--- src/common/eie_map.svh ---
`ifndef EIE_MAP_SVH
`define EIE_MAP_SVH
// Register byte offsets
`define EIE_OFS_CTRL 8'h00
`define EIE_OFS_SRC 8'h04
`define EIE_OFS_DST 8'h08
`define EIE_OFS_IDX 8'h0C
`define EIE_OFS_PC 8'h10
`define EIE_OFS_SP 8'h14
`define EIE_OFS_SR 8'h18
`define EIE_OFS_RES 8'h1C
`define EIE_OFS_STAT 8'h20
`define EIE_OFS_PTR 8'h24
// Control register fields
`define EIE_CTRL_OP 3:0
`define EIE_CTRL_SIZE 5:4
`define EIE_CTRL_MODE 8:6
`define EIE_CTRL_DMEM 9
`define EIE_CTRL_START 31
// Status register of the block
`define EIE_STAT_BUSY 0
`define EIE_STAT_DONE 1
`define EIE_STAT_ERR 2
// Operation codes
`define EIE_OP_SXT 4'h1
`define EIE_OP_TST 4'h2
`define EIE_OP_XOR 4'h3
`define EIE_OP_ADD_ADDRESS_REG 4'h4
`define EIE_OP_BRA 4'h5
`define EIE_OP_CALL 4'h6
`define EIE_OP_RET 4'h7
// Operand sizes
`define EIE_SZ_A 2'h0
`define EIE_SZ_W 2'h1
`define EIE_SZ_B 2'h2
// Source addressing modes
`define EIE_MD_REG 3'h0
`define EIE_MD_IMM 3'h1
`define EIE_MD_IND 3'h2
`define EIE_MD_AINC 3'h3
`define EIE_MD_IDX 3'h4
`define EIE_MD_SYM 3'h5
`define EIE_MD_ABS 3'h6
// CPU status word bits
`define EIE_SR_C 0
`define EIE_SR_Z 1
`define EIE_SR_N 2
`define EIE_SR_MODE 5:3
`define EIE_SR_V 8
// Step sizes and bus answers
`define EIE_WORD_STEP 20'h00002
`define EIE_PTR_STEP 20'h00004
`define EIE_RESP_OKAY 2'h0
`define EIE_RESP_SLVERR 2'h2
`endif

--- src/common/eie_pkg.sv ---
package eie_pkg;
	// Execution sequencer, one-hot
	typedef enum logic [7:0] {
		ST_IDLE = 8'h01,
		ST_RD_LO = 8'h02,
		ST_RD_HI = 8'h04,
		ST_EXEC = 8'h08,
		ST_WR_LO = 8'h10,
		ST_WR_HI = 8'h20,
		ST_PUSH_HI = 8'h40,
		ST_PUSH_LO = 8'h80
	} eie_state_type;
	// Memory request towards program, data and stack memory
	typedef struct packed {
		logic req;
		logic we;
		logic [19:0] addr;
		logic [15:0] wdata;
	} eie_mem_req_type;
	// Memory answer
	typedef struct packed {
		logic ack;
		logic [15:0] rdata;
	} eie_mem_rsp_type;
	// Whole state of the block
	typedef struct packed {
		eie_state_type state;
		logic [3:0] op;
		logic [1:0] size;
		logic [2:0] mode;
		logic dst_mem;
		logic [19:0] src;
		logic [19:0] dst;
		logic [15:0] idx;
		logic [19:0] pc;
		logic [19:0] sp;
		logic [15:0] sr;
		logic [19:0] res;
		logic [19:0] ptr;
		logic [19:0] addr;
		logic [31:0] tmp;
		logic done;
		logic err;
		logic mwe;
		logic [15:0] mwdata;
		logic aw_got;
		logic [7:0] awaddr;
		logic w_got;
		logic [31:0] wdata;
		logic [3:0] wstrb;
		logic bvalid;
		logic [1:0] bresp;
		logic rvalid;
		logic [31:0] rdata;
		logic [1:0] rresp;
	} eie_regs_type;
endpackage : eie_pkg

--- src/hdl/eie_core.sv ---
`include "eie_map.svh"
module eie_core
	import eie_pkg::*;
(
	input wire logic sys_clk,
	input wire logic resetn,
	input wire logic [7:0] s_axi_awaddr,
	input wire logic s_axi_awvalid,
	output logic s_axi_awready,
	input wire logic [31:0] s_axi_wdata,
	input wire logic [3:0] s_axi_wstrb,
	input wire logic s_axi_wvalid,
	output logic s_axi_wready,
	output logic [1:0] s_axi_bresp,
	output logic s_axi_bvalid,
	input wire logic s_axi_bready,
	input wire logic [7:0] s_axi_araddr,
	input wire logic s_axi_arvalid,
	output logic s_axi_arready,
	output logic [31:0] s_axi_rdata,
	output logic [1:0] s_axi_rresp,
	output logic s_axi_rvalid,
	input wire logic s_axi_rready,
	output eie_mem_req_type mem_req,
	input wire eie_mem_rsp_type mem_rsp
);
	eie_regs_type st_q;
	eie_regs_type st_d;
	logic [19:0] mask, opnd, sxt_res, xor_res;
	logic [20:0] add_sum;
	logic is_alu, is_jump, mem_phase;

	// Most significant bit at the selected size
	function automatic logic top_bit(input logic [19:0] v,
		input logic [1:0] sz);
		top_bit = (sz == `EIE_SZ_B) ? v[7] : (sz == `EIE_SZ_W) ? v[15]
			: v[19];
	endfunction : top_bit

	// Whether an operation reads memory before it executes
	function automatic logic mem_phase_d(input eie_regs_type s);
		mem_phase_d = (s.dst_mem && (s.op == `EIE_OP_SXT ||
			s.op == `EIE_OP_TST || s.op == `EIE_OP_XOR)) ||
			(s.op == `EIE_OP_RET) || ((s.op == `EIE_OP_BRA ||
			s.op == `EIE_OP_CALL) && s.mode > `EIE_MD_IMM);
	endfunction : mem_phase_d

	// First read address; only meaningful when a memory phase follows
	function automatic logic [19:0] launch_addr(input eie_regs_type s);
		logic [19:0] sidx;
		sidx = {{4{s.idx[15]}}, s.idx};
		launch_addr = (s.op == `EIE_OP_RET) ? s.sp
			: (s.op != `EIE_OP_BRA && s.op != `EIE_OP_CALL) ? s.dst
			: (s.mode == `EIE_MD_IDX) ? s.src + sidx
			: (s.mode == `EIE_MD_SYM) ? s.pc + sidx : s.src;
	endfunction : launch_addr

	// Register read-back
	function automatic logic [31:0] read_reg(input eie_regs_type s,
		input logic [7:0] a);
		read_reg = 32'h00000000;
		unique case (a)
			`EIE_OFS_CTRL: read_reg[`EIE_CTRL_DMEM:0] = {s.dst_mem, s.mode,
				s.size, s.op};
			`EIE_OFS_SRC: read_reg[19:0] = s.src;
			`EIE_OFS_DST: read_reg[19:0] = s.dst;
			`EIE_OFS_IDX: read_reg[15:0] = s.idx;
			`EIE_OFS_PC: read_reg[19:0] = s.pc;
			`EIE_OFS_SP: read_reg[19:0] = s.sp;
			`EIE_OFS_SR: read_reg[15:0] = s.sr;
			`EIE_OFS_RES: read_reg[19:0] = s.res;
			`EIE_OFS_STAT: read_reg[`EIE_STAT_ERR:0] = {s.err, s.done,
				s.state != ST_IDLE};
			`EIE_OFS_PTR: read_reg[19:0] = s.ptr;
			default: read_reg = 32'h00000000;
		endcase
	endfunction : read_reg

	// Known register offsets
	function automatic logic mapped(input logic [7:0] a);
		mapped = (a <= `EIE_OFS_PTR) && (a[1:0] == 2'h0);
	endfunction : mapped

	// Datapath terms
	assign mask = (st_q.size == `EIE_SZ_B) ? 20'h000FF
		: (st_q.size == `EIE_SZ_W) ? 20'h0FFFF : 20'hFFFFF;
	assign opnd = st_q.dst_mem ? {st_q.tmp[19:16], st_q.tmp[15:0]} & mask
		: st_q.dst & mask;
	assign add_sum = {1'b0, st_q.src} + {1'b0, st_q.dst};
	assign xor_res = (st_q.src ^ opnd) & mask;
	assign is_alu = (st_q.op == `EIE_OP_SXT) || (st_q.op == `EIE_OP_TST) ||
		(st_q.op == `EIE_OP_XOR);
	assign is_jump = (st_q.op == `EIE_OP_BRA) || (st_q.op == `EIE_OP_CALL);

	// Sign-extended result: register form fills 19:8, memory per size
	assign sxt_res = !st_q.dst_mem ? {{12{st_q.dst[7]}}, st_q.dst[7:0]}
		: (st_q.size == `EIE_SZ_A) ? {{12{st_q.tmp[7]}}, st_q.tmp[7:0]}
		: {4'h0, {8{st_q.tmp[7]}}, st_q.tmp[7:0]};

	// Whether the running operation fetched from memory
	assign mem_phase = mem_phase_d(st_q);

	// Next state: bus slave, then sequencer
	always_comb begin
		logic [31:0] wv, old;
		wv = 32'h00000000;
		old = 32'h00000000;
		st_d = st_q;
		// Read channel: one outstanding read
		if (st_q.rvalid && s_axi_rready) begin
			st_d.rvalid = 1'b0;
		end
		if (!st_q.rvalid && s_axi_arvalid) begin
			st_d.rvalid = 1'b1;
			st_d.rdata = read_reg(st_q, s_axi_araddr);
			st_d.rresp = mapped(s_axi_araddr) ? `EIE_RESP_OKAY
				: `EIE_RESP_SLVERR;
		end
		// Write address and data taken in either order
		if (!st_q.aw_got && !st_q.bvalid && s_axi_awvalid) begin
			st_d.aw_got = 1'b1;
			st_d.awaddr = s_axi_awaddr;
		end
		if (!st_q.w_got && !st_q.bvalid && s_axi_wvalid) begin
			st_d.w_got = 1'b1;
			st_d.wdata = s_axi_wdata;
			st_d.wstrb = s_axi_wstrb;
		end
		if (st_q.bvalid && s_axi_bready) begin
			st_d.bvalid = 1'b0;
		end
		// Sequencer
		unique case (st_q.state)
			ST_IDLE: begin
			end
			ST_RD_LO: if (mem_rsp.ack) begin
				st_d.tmp[15:0] = mem_rsp.rdata;
				st_d.addr = st_q.addr + `EIE_WORD_STEP;
				st_d.state = (is_alu && st_q.size != `EIE_SZ_A) ? ST_EXEC
					: ST_RD_HI;
			end
			ST_RD_HI: if (mem_rsp.ack) begin
				st_d.tmp[31:16] = mem_rsp.rdata;
				st_d.state = ST_EXEC;
			end
			ST_EXEC: begin
				st_d.state = ST_IDLE;
				st_d.done = 1'b1;
				unique case (st_q.op)
					`EIE_OP_SXT, `EIE_OP_TST, `EIE_OP_XOR: begin
						if (st_q.op == `EIE_OP_SXT) begin
							st_d.res = sxt_res;
							st_d.sr[`EIE_SR_V] = 1'b0;
							st_d.sr[`EIE_SR_Z] = ((sxt_res & mask) == 20'h00000);
						end else if (st_q.op == `EIE_OP_TST) begin
							st_d.res = opnd;
							st_d.sr[`EIE_SR_V] = 1'b0;
							st_d.sr[`EIE_SR_Z] = (opnd == 20'h00000);
						end else begin
							st_d.res = xor_res;
							st_d.sr[`EIE_SR_V] = top_bit(st_q.src, st_q.size) &
								top_bit(opnd, st_q.size);
							st_d.sr[`EIE_SR_Z] = (xor_res == 20'h00000);
						end
						st_d.sr[`EIE_SR_N] = top_bit(st_d.res, st_q.size);
						st_d.sr[`EIE_SR_C] = (st_q.op == `EIE_OP_TST) ? 1'b1
							: !st_d.sr[`EIE_SR_Z];
						if (st_q.op != `EIE_OP_TST) begin
							if (st_q.dst_mem) begin
								st_d.addr = st_q.dst;
								st_d.mwe = 1'b1;
								st_d.mwdata = (st_q.size == `EIE_SZ_B)
									? {st_q.tmp[15:8], st_d.res[7:0]}
									: st_d.res[15:0];
								st_d.state = ST_WR_LO;
								st_d.done = 1'b0;
							end else begin
								st_d.res = (st_q.op == `EIE_OP_SXT) ? st_d.res
									: st_d.res & mask;
								st_d.dst = st_d.res;
							end
						end
					end
					`EIE_OP_ADD_ADDRESS_REG: if (st_q.mode <= `EIE_MD_IMM) begin
						st_d.res = add_sum[19:0];
						st_d.dst = add_sum[19:0];
						st_d.sr[`EIE_SR_N] = add_sum[19];
						st_d.sr[`EIE_SR_Z] = (add_sum[19:0] == 20'h00000);
						st_d.sr[`EIE_SR_C] = add_sum[20];
						st_d.sr[`EIE_SR_V] = (st_q.src[19] == st_q.dst[19]) &&
							(add_sum[19] != st_q.src[19]);
					end else begin
						st_d.err = 1'b1;
					end
					`EIE_OP_BRA, `EIE_OP_CALL: begin
						st_d.res = mem_phase ? {st_q.tmp[19:16], st_q.tmp[15:0]}
							: st_q.src;
						if (st_q.mode == `EIE_MD_AINC) begin
							st_d.ptr = st_q.src + `EIE_PTR_STEP;
						end
						if (st_q.op == `EIE_OP_CALL) begin
							st_d.sp = st_q.sp - `EIE_WORD_STEP;
							st_d.addr = st_q.sp - `EIE_WORD_STEP;
							st_d.mwe = 1'b1;
							st_d.mwdata = {12'h000, st_q.pc[19:16]};
							st_d.state = ST_PUSH_HI;
							st_d.done = 1'b0;
						end else begin
							st_d.pc = st_d.res;
						end
					end
					`EIE_OP_RET: begin
						st_d.pc = {st_q.tmp[19:16], st_q.tmp[15:0]};
						st_d.sp = st_q.sp + `EIE_PTR_STEP;
					end
					default: st_d.err = 1'b1;
				endcase
			end
			ST_WR_LO: if (mem_rsp.ack) begin
				st_d.addr = st_q.addr + `EIE_WORD_STEP;
				st_d.mwdata = {12'h000, st_q.res[19:16]};
				st_d.state = (st_q.size == `EIE_SZ_A) ? ST_WR_HI : ST_IDLE;
				st_d.done = (st_q.size != `EIE_SZ_A);
			end
			ST_WR_HI: if (mem_rsp.ack) begin
				st_d.state = ST_IDLE;
				st_d.done = 1'b1;
			end
			ST_PUSH_HI: if (mem_rsp.ack) begin
				st_d.sp = st_q.sp - `EIE_WORD_STEP;
				st_d.addr = st_q.sp - `EIE_WORD_STEP;
				st_d.mwdata = st_q.pc[15:0];
				st_d.state = ST_PUSH_LO;
			end
			ST_PUSH_LO: if (mem_rsp.ack) begin
				st_d.pc = st_q.res;
				st_d.state = ST_IDLE;
				st_d.done = 1'b1;
			end
		endcase
		// Register write once address and data are both held
		if (st_q.aw_got && st_q.w_got && !st_q.bvalid) begin
			st_d.aw_got = 1'b0;
			st_d.w_got = 1'b0;
			st_d.bvalid = 1'b1;
			st_d.bresp = mapped(st_q.awaddr) ? `EIE_RESP_OKAY
				: `EIE_RESP_SLVERR;
			old = read_reg(st_q, st_q.awaddr);
			for (int i = 0; i < 4; i++) begin
				wv[i*8 +: 8] = st_q.wstrb[i] ? st_q.wdata[i*8 +: 8]
					: old[i*8 +: 8];
			end
			// Writes land only while the sequencer is idle
			if (st_q.state == ST_IDLE) begin
				unique case (st_q.awaddr)
					`EIE_OFS_CTRL: {st_d.dst_mem, st_d.mode, st_d.size, st_d.op} =
						wv[`EIE_CTRL_DMEM:0];
					`EIE_OFS_SRC: st_d.src = wv[19:0];
					`EIE_OFS_DST: st_d.dst = wv[19:0];
					`EIE_OFS_IDX: st_d.idx = wv[15:0];
					`EIE_OFS_PC: st_d.pc = wv[19:0];
					`EIE_OFS_SP: st_d.sp = wv[19:0];
					`EIE_OFS_SR: st_d.sr = wv[15:0];
					`EIE_OFS_PTR: st_d.ptr = wv[19:0];
					default: begin
					end
				endcase
				if (st_q.awaddr == `EIE_OFS_CTRL && st_q.wstrb[3] &&
					st_q.wdata[`EIE_CTRL_START]) begin
					st_d.done = 1'b0;
					st_d.err = 1'b0;
					st_d.state = ST_EXEC;
				end
			end
		end
		// Launch: operations with memory operands fetch them first
		if (st_q.state == ST_IDLE && st_d.state == ST_EXEC &&
			mem_phase_d(st_d)) begin
			st_d.state = ST_RD_LO;
			st_d.mwe = 1'b0;
			st_d.addr = launch_addr(st_d);
		end
		if (!resetn) begin
			st_d = '0;
			st_d.state = ST_IDLE;
		end
	end

	// State register
	always_ff @(posedge sys_clk) begin
		st_q <= st_d;
	end

	// Port drive
	assign s_axi_awready = !st_q.aw_got && !st_q.bvalid;
	assign s_axi_wready = !st_q.w_got && !st_q.bvalid;
	assign s_axi_bvalid = st_q.bvalid;
	assign s_axi_bresp = st_q.bresp;
	assign s_axi_arready = !st_q.rvalid;
	assign s_axi_rvalid = st_q.rvalid;
	assign s_axi_rdata = st_q.rdata;
	assign s_axi_rresp = st_q.rresp;
	assign mem_req.req = (st_q.state != ST_IDLE) && (st_q.state != ST_EXEC);
	assign mem_req.we = st_q.mwe && (st_q.state != ST_RD_LO) &&
		(st_q.state != ST_RD_HI);
	assign mem_req.addr = st_q.addr;
	assign mem_req.wdata = st_q.mwdata;
endmodule : eie_core

--- config.mk ---
export PLATFORM = sky130hd
export DESIGN_NAME = eie_core
export DESIGN_NICKNAME = d
export VERILOG_FILES = /design/src/common/eie_pkg.sv /design/src/hdl/eie_core.sv
export VERILOG_INCLUDE_DIRS = /design/src /design/src/common
export SDC_FILE = /design/constraint.sdc
export NUM_CORES = 1
export LEC_CHECK = 0
export BUFFER_PORTS_ARGS = -buffer_cell sky130_fd_sc_hd__clkbuf_2
export CAP_MARGIN = 15
export CELL_PAD_IN_SITES_DETAIL_PLACEMENT = 2
export CELL_PAD_IN_SITES_GLOBAL_PLACEMENT = 2
export CORE_ASPECT_RATIO = 0.75
export CORE_MARGIN = 2
export CORE_UTILIZATION = 34
export DETAILED_ROUTE_END_ITERATION = 6
export PLACE_DENSITY = 0.8
export SKIP_LAST_GASP = 1
export SLEW_MARGIN = 20
export SYNTH_ARGS = -nofsm -noshare
export SYNTH_HDL_FRONTEND = slang
export SYNTH_SLANG_ARGS = --single-unit
--- constraint.sdc ---
create_clock -name sys_clk -period 12.7 [get_ports sys_clk]
set_input_delay 0.635 -clock sys_clk [delete_from_list [all_inputs] [get_ports sys_clk]]
set_output_delay 0.635 -clock sys_clk [all_outputs]
set_load 0.005 [all_outputs]
# [Word level (Yosys, flattened, before mapping)]
# Index checks and enable logic that the tools add are counted.
[word_totals] ff_bits=301 input_bits=76 out_inout_bits=79 word_cells=315
[op_classes] n_addsub=7 magnitude_cmp=5 n_eq_ne=69 muxes=123 bitwise_logic=8 n_reduce_logical=71
[op_table] operator="$mux 20" count=40
[op_table] operator="$mux 130" count=2
[op_table] operator="$pmux 20 s2" count=4
[op_table] operator="$pmux 20 s3" count=2
[op_table] operator="$and 20x20->20" count=5
[op_table] operator="$pmux 6 s8" count=2
[op_table] operator="$logic_not 20->1" count=4
[op_table] operator="$mux 16" count=5
[op_table] operator="$pmux 40 s2" count=1
[op_table] operator="$eq 8x5->1 const B" count=9
[op_table] operator="$mux 8" count=9
[op_table] operator="$pmux 7 s9" count=1
[op_table] operator="$mux 17" count=3
[op_table] operator="$pmux 7 s7" count=1
[op_table] operator="$eq 8x4->1 const B" count=6
[op_table] operator="$pmux 16 s3" count=1
[op_table] operator="$pmux 8 s6" count=1
[op_table] operator="$mux 43" count=1
[op_table] operator="$add 20x20->20" count=2
[op_table] operator="$add 20x3->20 const B" count=2
[op_table] operator="$mux 35" count=1
[op_table] operator="$pmux 17 s2" count=1
[op_table] operator="$eq 8x6->1 const B" count=4
[op_table] operator="$pmux 3 s10" count=1
[op_table] operator="64 further kinds" count=175

# [Longest topological paths before layout]
[depth] ltp_word=29 depth_mapped=23

# [Worst setup path after synthesis]
# OpenSTA, ideal clock, no wires.
[synth_path] kind="register -> register" startpoint="reg st_q[78] in the netlist's numbering" endpoint="reg st_q (netlist bit mem_req[35])" setup_ps=133 arrival_time_ps=4583 slack_ps=7984 stages_incl_launch_ff=22 period_less_slack_ps=4716 cell_sequence="dfxtp_1 -> buf_6 -> buf_6 -> buf_2 -> mux2_2 -> a22oi_1 -> o221ai_1 -> o21ai_1 -> nor2_1 -> a21oi_1 -> inv_1 -> ha_1 -> a211o_1 -> a21oi_1 -> a211oi_1 -> o2111ai_1 -> a21boi_0 -> a41o_1 -> xnor2_1 -> or4b_1 -> o2111ai_1 -> a31oi_1"
[synth_between] elab_chain_cells=15 elab_cells_between_ends=64
[synth_lines] item="start, declared" line_no="eie_core.sv:27" source="eie_regs_type st_q;"
[synth_lines] item="start signal, assigned" line_no="eie_core.sv:291" source="st_q <= st_d;"
[synth_lines] item="$eq 8x6->1, or another cell as far along" line_no="eie_core.sv:62" source="unique case (a)"
[synth_lines] item="$pmux 3 s7 / $pmux 7 s7 (equally long branches)" line_no="eie_core.sv:62"
[synth_lines] item="$mux 8" line_no="eie_core.sv:250" source="wv[i*8 +: 8] = st_q.wstrb[i] ? st_q.wdata[i*8 +: 8]"
[synth_lines] item="$mux 10" line_no="eie_core.sv:255" source="unique case (st_q.awaddr)"
[synth_lines] item="$mux 130 (*)" line_no="eie_core.sv:254" source="if (st_q.state == ST_IDLE) begin"
[synth_lines] item="$mux 130 (*)" line_no="eie_core.sv:242" source="if (st_q.aw_got && st_q.w_got && !st_q.bvalid) begin"
[synth_lines] item="branches (longest 9 deep; another with $add 20x20->20)"
# Every way passes the cells marked *.
# A chain may end at the register's enable or synchronous reset.

# [Final worst setup path]
[layout_path] startpoint="reg st_q[321] in the netlist's numbering" endpoint="reg st_q (netlist bit mem_req[34])"
[layout_between] elab_chain_cells=12 elab_cells_between_ends=63
[layout_lines] item="branches (longest 12 deep; another with $add 20x20->20)"
# Several ways; the timed one is not identified.

==> metrics.md <==
| Metric | Value |
|---|---|
| Grt total ovfl | `0` |
| GRT Total Usage | `41.44%` |
| Post-synthesis cell type count | `106` |
| Ys Warns | `0` |
| Flops & latches, synth | `about 290` |
| Die Y | `~230 µm` |
| First-pass GRT wire length | `209500 µm` |
| Layout area overhead | `10.92%` |
| Number of max-cap violations | `0` |
| Vias in the first global route | `27050` |
| Final Routed Wirelength | `150100 µm` |
| # placed instances | `around 4000` |
| Family with the most delay on the worst path | `compound AO/OA/AOI/OAI gates` |
| Register area share after synthesis | `24.97%` |
| Max Fanout on Critical Path | `20` |
| CTS Hold Bufs | `0` |
| VDD IR-drop max | `85.82 µV` |
| Total power draw | `0.002274 W` |
| TritonCTS buffer count | `36` |
| Critical Path Sink Type | `flop` |
| Hold Fails Final Rpt | `0` |
| Startpoint Class | `flop` |
| Layout cell share with drive strength beyond 1 | `13.26%` |
| Crit-path cells | `nor3_2, and3_1, buf_4, nand3_1, o21ai_0, nor2_1, a21oi_1, inv_1, fa_1, nand2b_1, a21oi_1, o31ai_1, a21oi_1, a211o_1, a21o_1, o21ai_0, xnor2_1, a211oi_1, o22ai_1` |
| Via count | `roughly 28000` |
| Worst Max-Slew Pin Slew | `1.246 ns` |
| Clock period minus worst slack | `around 6.9 ns` |
| Lkg Pwr | `9.681 nW` |
| Worst-path clk slew | `0.06 ns` |
| Largest net degree at the start of global routing | `98` |
| Chip width | `about 300 µm` |
| Clock Sinks | `288` |
| Row cnt | `82` |
| DRC | `0` |
| Worst Path Arrival | `7.34 ns` |
| Status | `finished, final reports clean` |
| Post-DRT Antenna Nets | `0` |
| Synthesized area per cell | `about 7.4 µm²` |
| PwrDens | `88.77 mW/mm²` |
| Bufs and invs on worst path | `2` |
| Initial antenna violation count | `14` |
| Critical path data required time | `roughly 13 ns` |
| Rel. slew slack | `between 10% and 20%` |
| Critical path's slowest cell | `nand3_1` |
| Final cell count without fillers | `4028` |
| Clock latency on the worst-skew pair | `0.61 ns` |
| Post-CTS Setup Inserts | `0` |
| # setup viols final | `0` |
| Asr flop ratio synth | `0%` |
| Initial Utilization | `approximately a third` |
| CTS tree | `built` |
| Routed len/inst | `between 30 and 40 µm` |
| Core area | `0.06700 mm²` |
| Cell count after synthesis | `approximately 3100` |
| Critical path type | `flop to flop` |
| DR vias/cell | `about 6.8` |
| Clk root buf | `clkbuf_16` |
| RSZ-0062 raised after global routing | `no` |
| Final period util | `between 50% and 60%` |
| Fill count | `7802` |
| EDFF count, synth | `0` |
| Final weighted congestion in routability-driven placement | `approximately 1` |
| Die ar. | `0.07004 mm²` |
| Pins Over Slew Limit | `0` |
| Nets | `3258` |
| Core Util, Final | `between 30% and 40%` |
| Synth Flop Type | `dfxtp_1` |
| CP dominant cell by count | `a21oi_1` |
| Ports | `155` |
| Crit-path max cell delay | `0.75 ns` |
| TNS Setup | `0 ns` |
| CTS resizes | `0` |
| Commonest cells after routing, fill and taps aside | `352 x nand2_1, 346 x nor2_1, 288 x dfxtp_1` |
| Max H-tree Level | `2` |
| Most common cell after layout, fill and taps aside | `nand2_1` |
| Port bufs | `129` |
| Hold Path Class | `input pin to flop` |
| Netlist Area Pre-Place | `0.02309 mm²` |
| Number of DRC markers in iteration 0 | `3630` |
| Pre-antenna DRT Iters | `7` |
| Clk buf depth | `3` |
| Max Clk Rate | `0.1445 GHz` |
| Skew final | `0.04150 ns` |
| Final HPWL DP | `116000 µm` |
[synthesized netlist by cell type (8+ instances only)]
cell,instances,area (µm²)
nand2_1,352,1321
nor2_1,348,1306
dfxtp_1,288,5766
a21oi_1,228,1141
o21ai_0,193,965.9
clkbuf_1,188,705.7
a22oi_1,112,840.8
mux2i_1,110,1101
and2_1,87,544.3
buf_4,78,585.6
nand3_1,71,355.3
ha_1,67,838.3
xnor2_1,61,534.3
nor3_1,53,265.3
a211oi_1,51,382.9
xor2_1,51,446.7
a221oi_1,49,429.2
a31oi_1,44,275.3
and3_1,39,244.0
inv_1,36,135.1
o211ai_1,32,240.2
a21o_1,28,210.2
nand4_1,28,175.2
o21a_1,28,210.2
a22o_1,27,236.5
o21ai_1,27,135.1
mux2_2,26,292.8
buf_2,25,125.1
or3_1,25,156.4
o22ai_1,24,150.1
nand2b_1,23,143.9
nor2b_1,21,131.4
nor4_1,19,118.9
a222oi_1,17,170.2
buf_1,15,56.30
o221ai_1,14,122.6
nand3b_1,12,90.09
o31ai_1,12,90.09
or2_2,10,62.56
a211o_1,9,78.83
or4_1,9,67.56
a32oi_1,8,70.07
o2bb2ai_1,8,70.07
[registers in the layout, summed over array words and instances, names as in the netlist]
name          count
s_axi_rresp       1
s_axi_rvalid      1
mem_req          36
st_q            228
s_axi_bvalid      1
s_axi_rdata      20
s_axi_bresp       1
[stage by stage]
step	setup slack (ns)	cell area (µm²)	hold slack, ns
6_report	5.779	25610	0.2255
5_1_grt	5.639	25590	0.2354
4_1_cts	5.940	25580	0.2107
3_5_place_dp	5.980	24370	0.4537
3_3_place_gp	6.070	24370	0.4443
2_1_floorplan	7.984	23140	0.4312
[worst reg2reg max path, delay by kind of cell (launching register included)]
kind	cells	cell delay, ns
AO/OA/AOI/OAI	10	3.37
AND/OR/NAND/NOR	5	1.91
buffers and inverters	2	0.49
adder cells (fa/ha/maj)	1	0.45
flip-flops	1	0.36
XOR/XNOR	1	0.17
[worst paths after layout]
kind           startpoint            to  slack [ns]  depth (start not counted)
max             st_q[321]   mem_req[34]        5.78                         19
min          s_axi_rready  s_axi_rvalid        0.23                          2
max reg2reg     st_q[321]   mem_req[34]        5.78                         19
min reg2reg      st_q[78]      st_q[78]        0.46                          2
[metal layers]
layer	up-vias	wire length [µm]	global-route usage, %
met3	354	18340	11.68
met5	-	78	0
met4	12	7359	18.01
met2	1754	59650	58.45
li1	11340	-	-
met1	14100	64670	58.24
[layout make-up]
cell class / count / area [µm²] / area share [%]
timing repair buffer: 258 / 1617 / 6.311
tap: 882 / 1104 / 4.309
clock buffer: 48 / 985.9 / 3.849
sequential: 288 / 5766 / 22.51
antenna: 8 / 20.02 / 0.07816
multi-input combinational: 2491 / 15760 / 61.52
clock inverter: 16 / 221.5 / 0.8646
inverter: 37 / 143.9 / 0.5618
[cells by family after synthesis]
logic type,after synthesis,synth area share (%)
AOI/OAI and AO/OA,1002,29.07
xor gates and xnor gates,112,4.248
adders and majority gates,70,3.890
buffers and inverters,349,7.271
DFF,288,24.97
muxes,140,6.377
other,1,0.01624
and+or+nand+nor,1153,24.15
[power by group]
part	switching, W	internal, W
combinational	0.000165	0.0000569
sequential	0.0000158	0.000914
clock	0.000487	0.000634
total	0.000668	0.00161
Note: power is estimated with default switching activity, not from simulation.
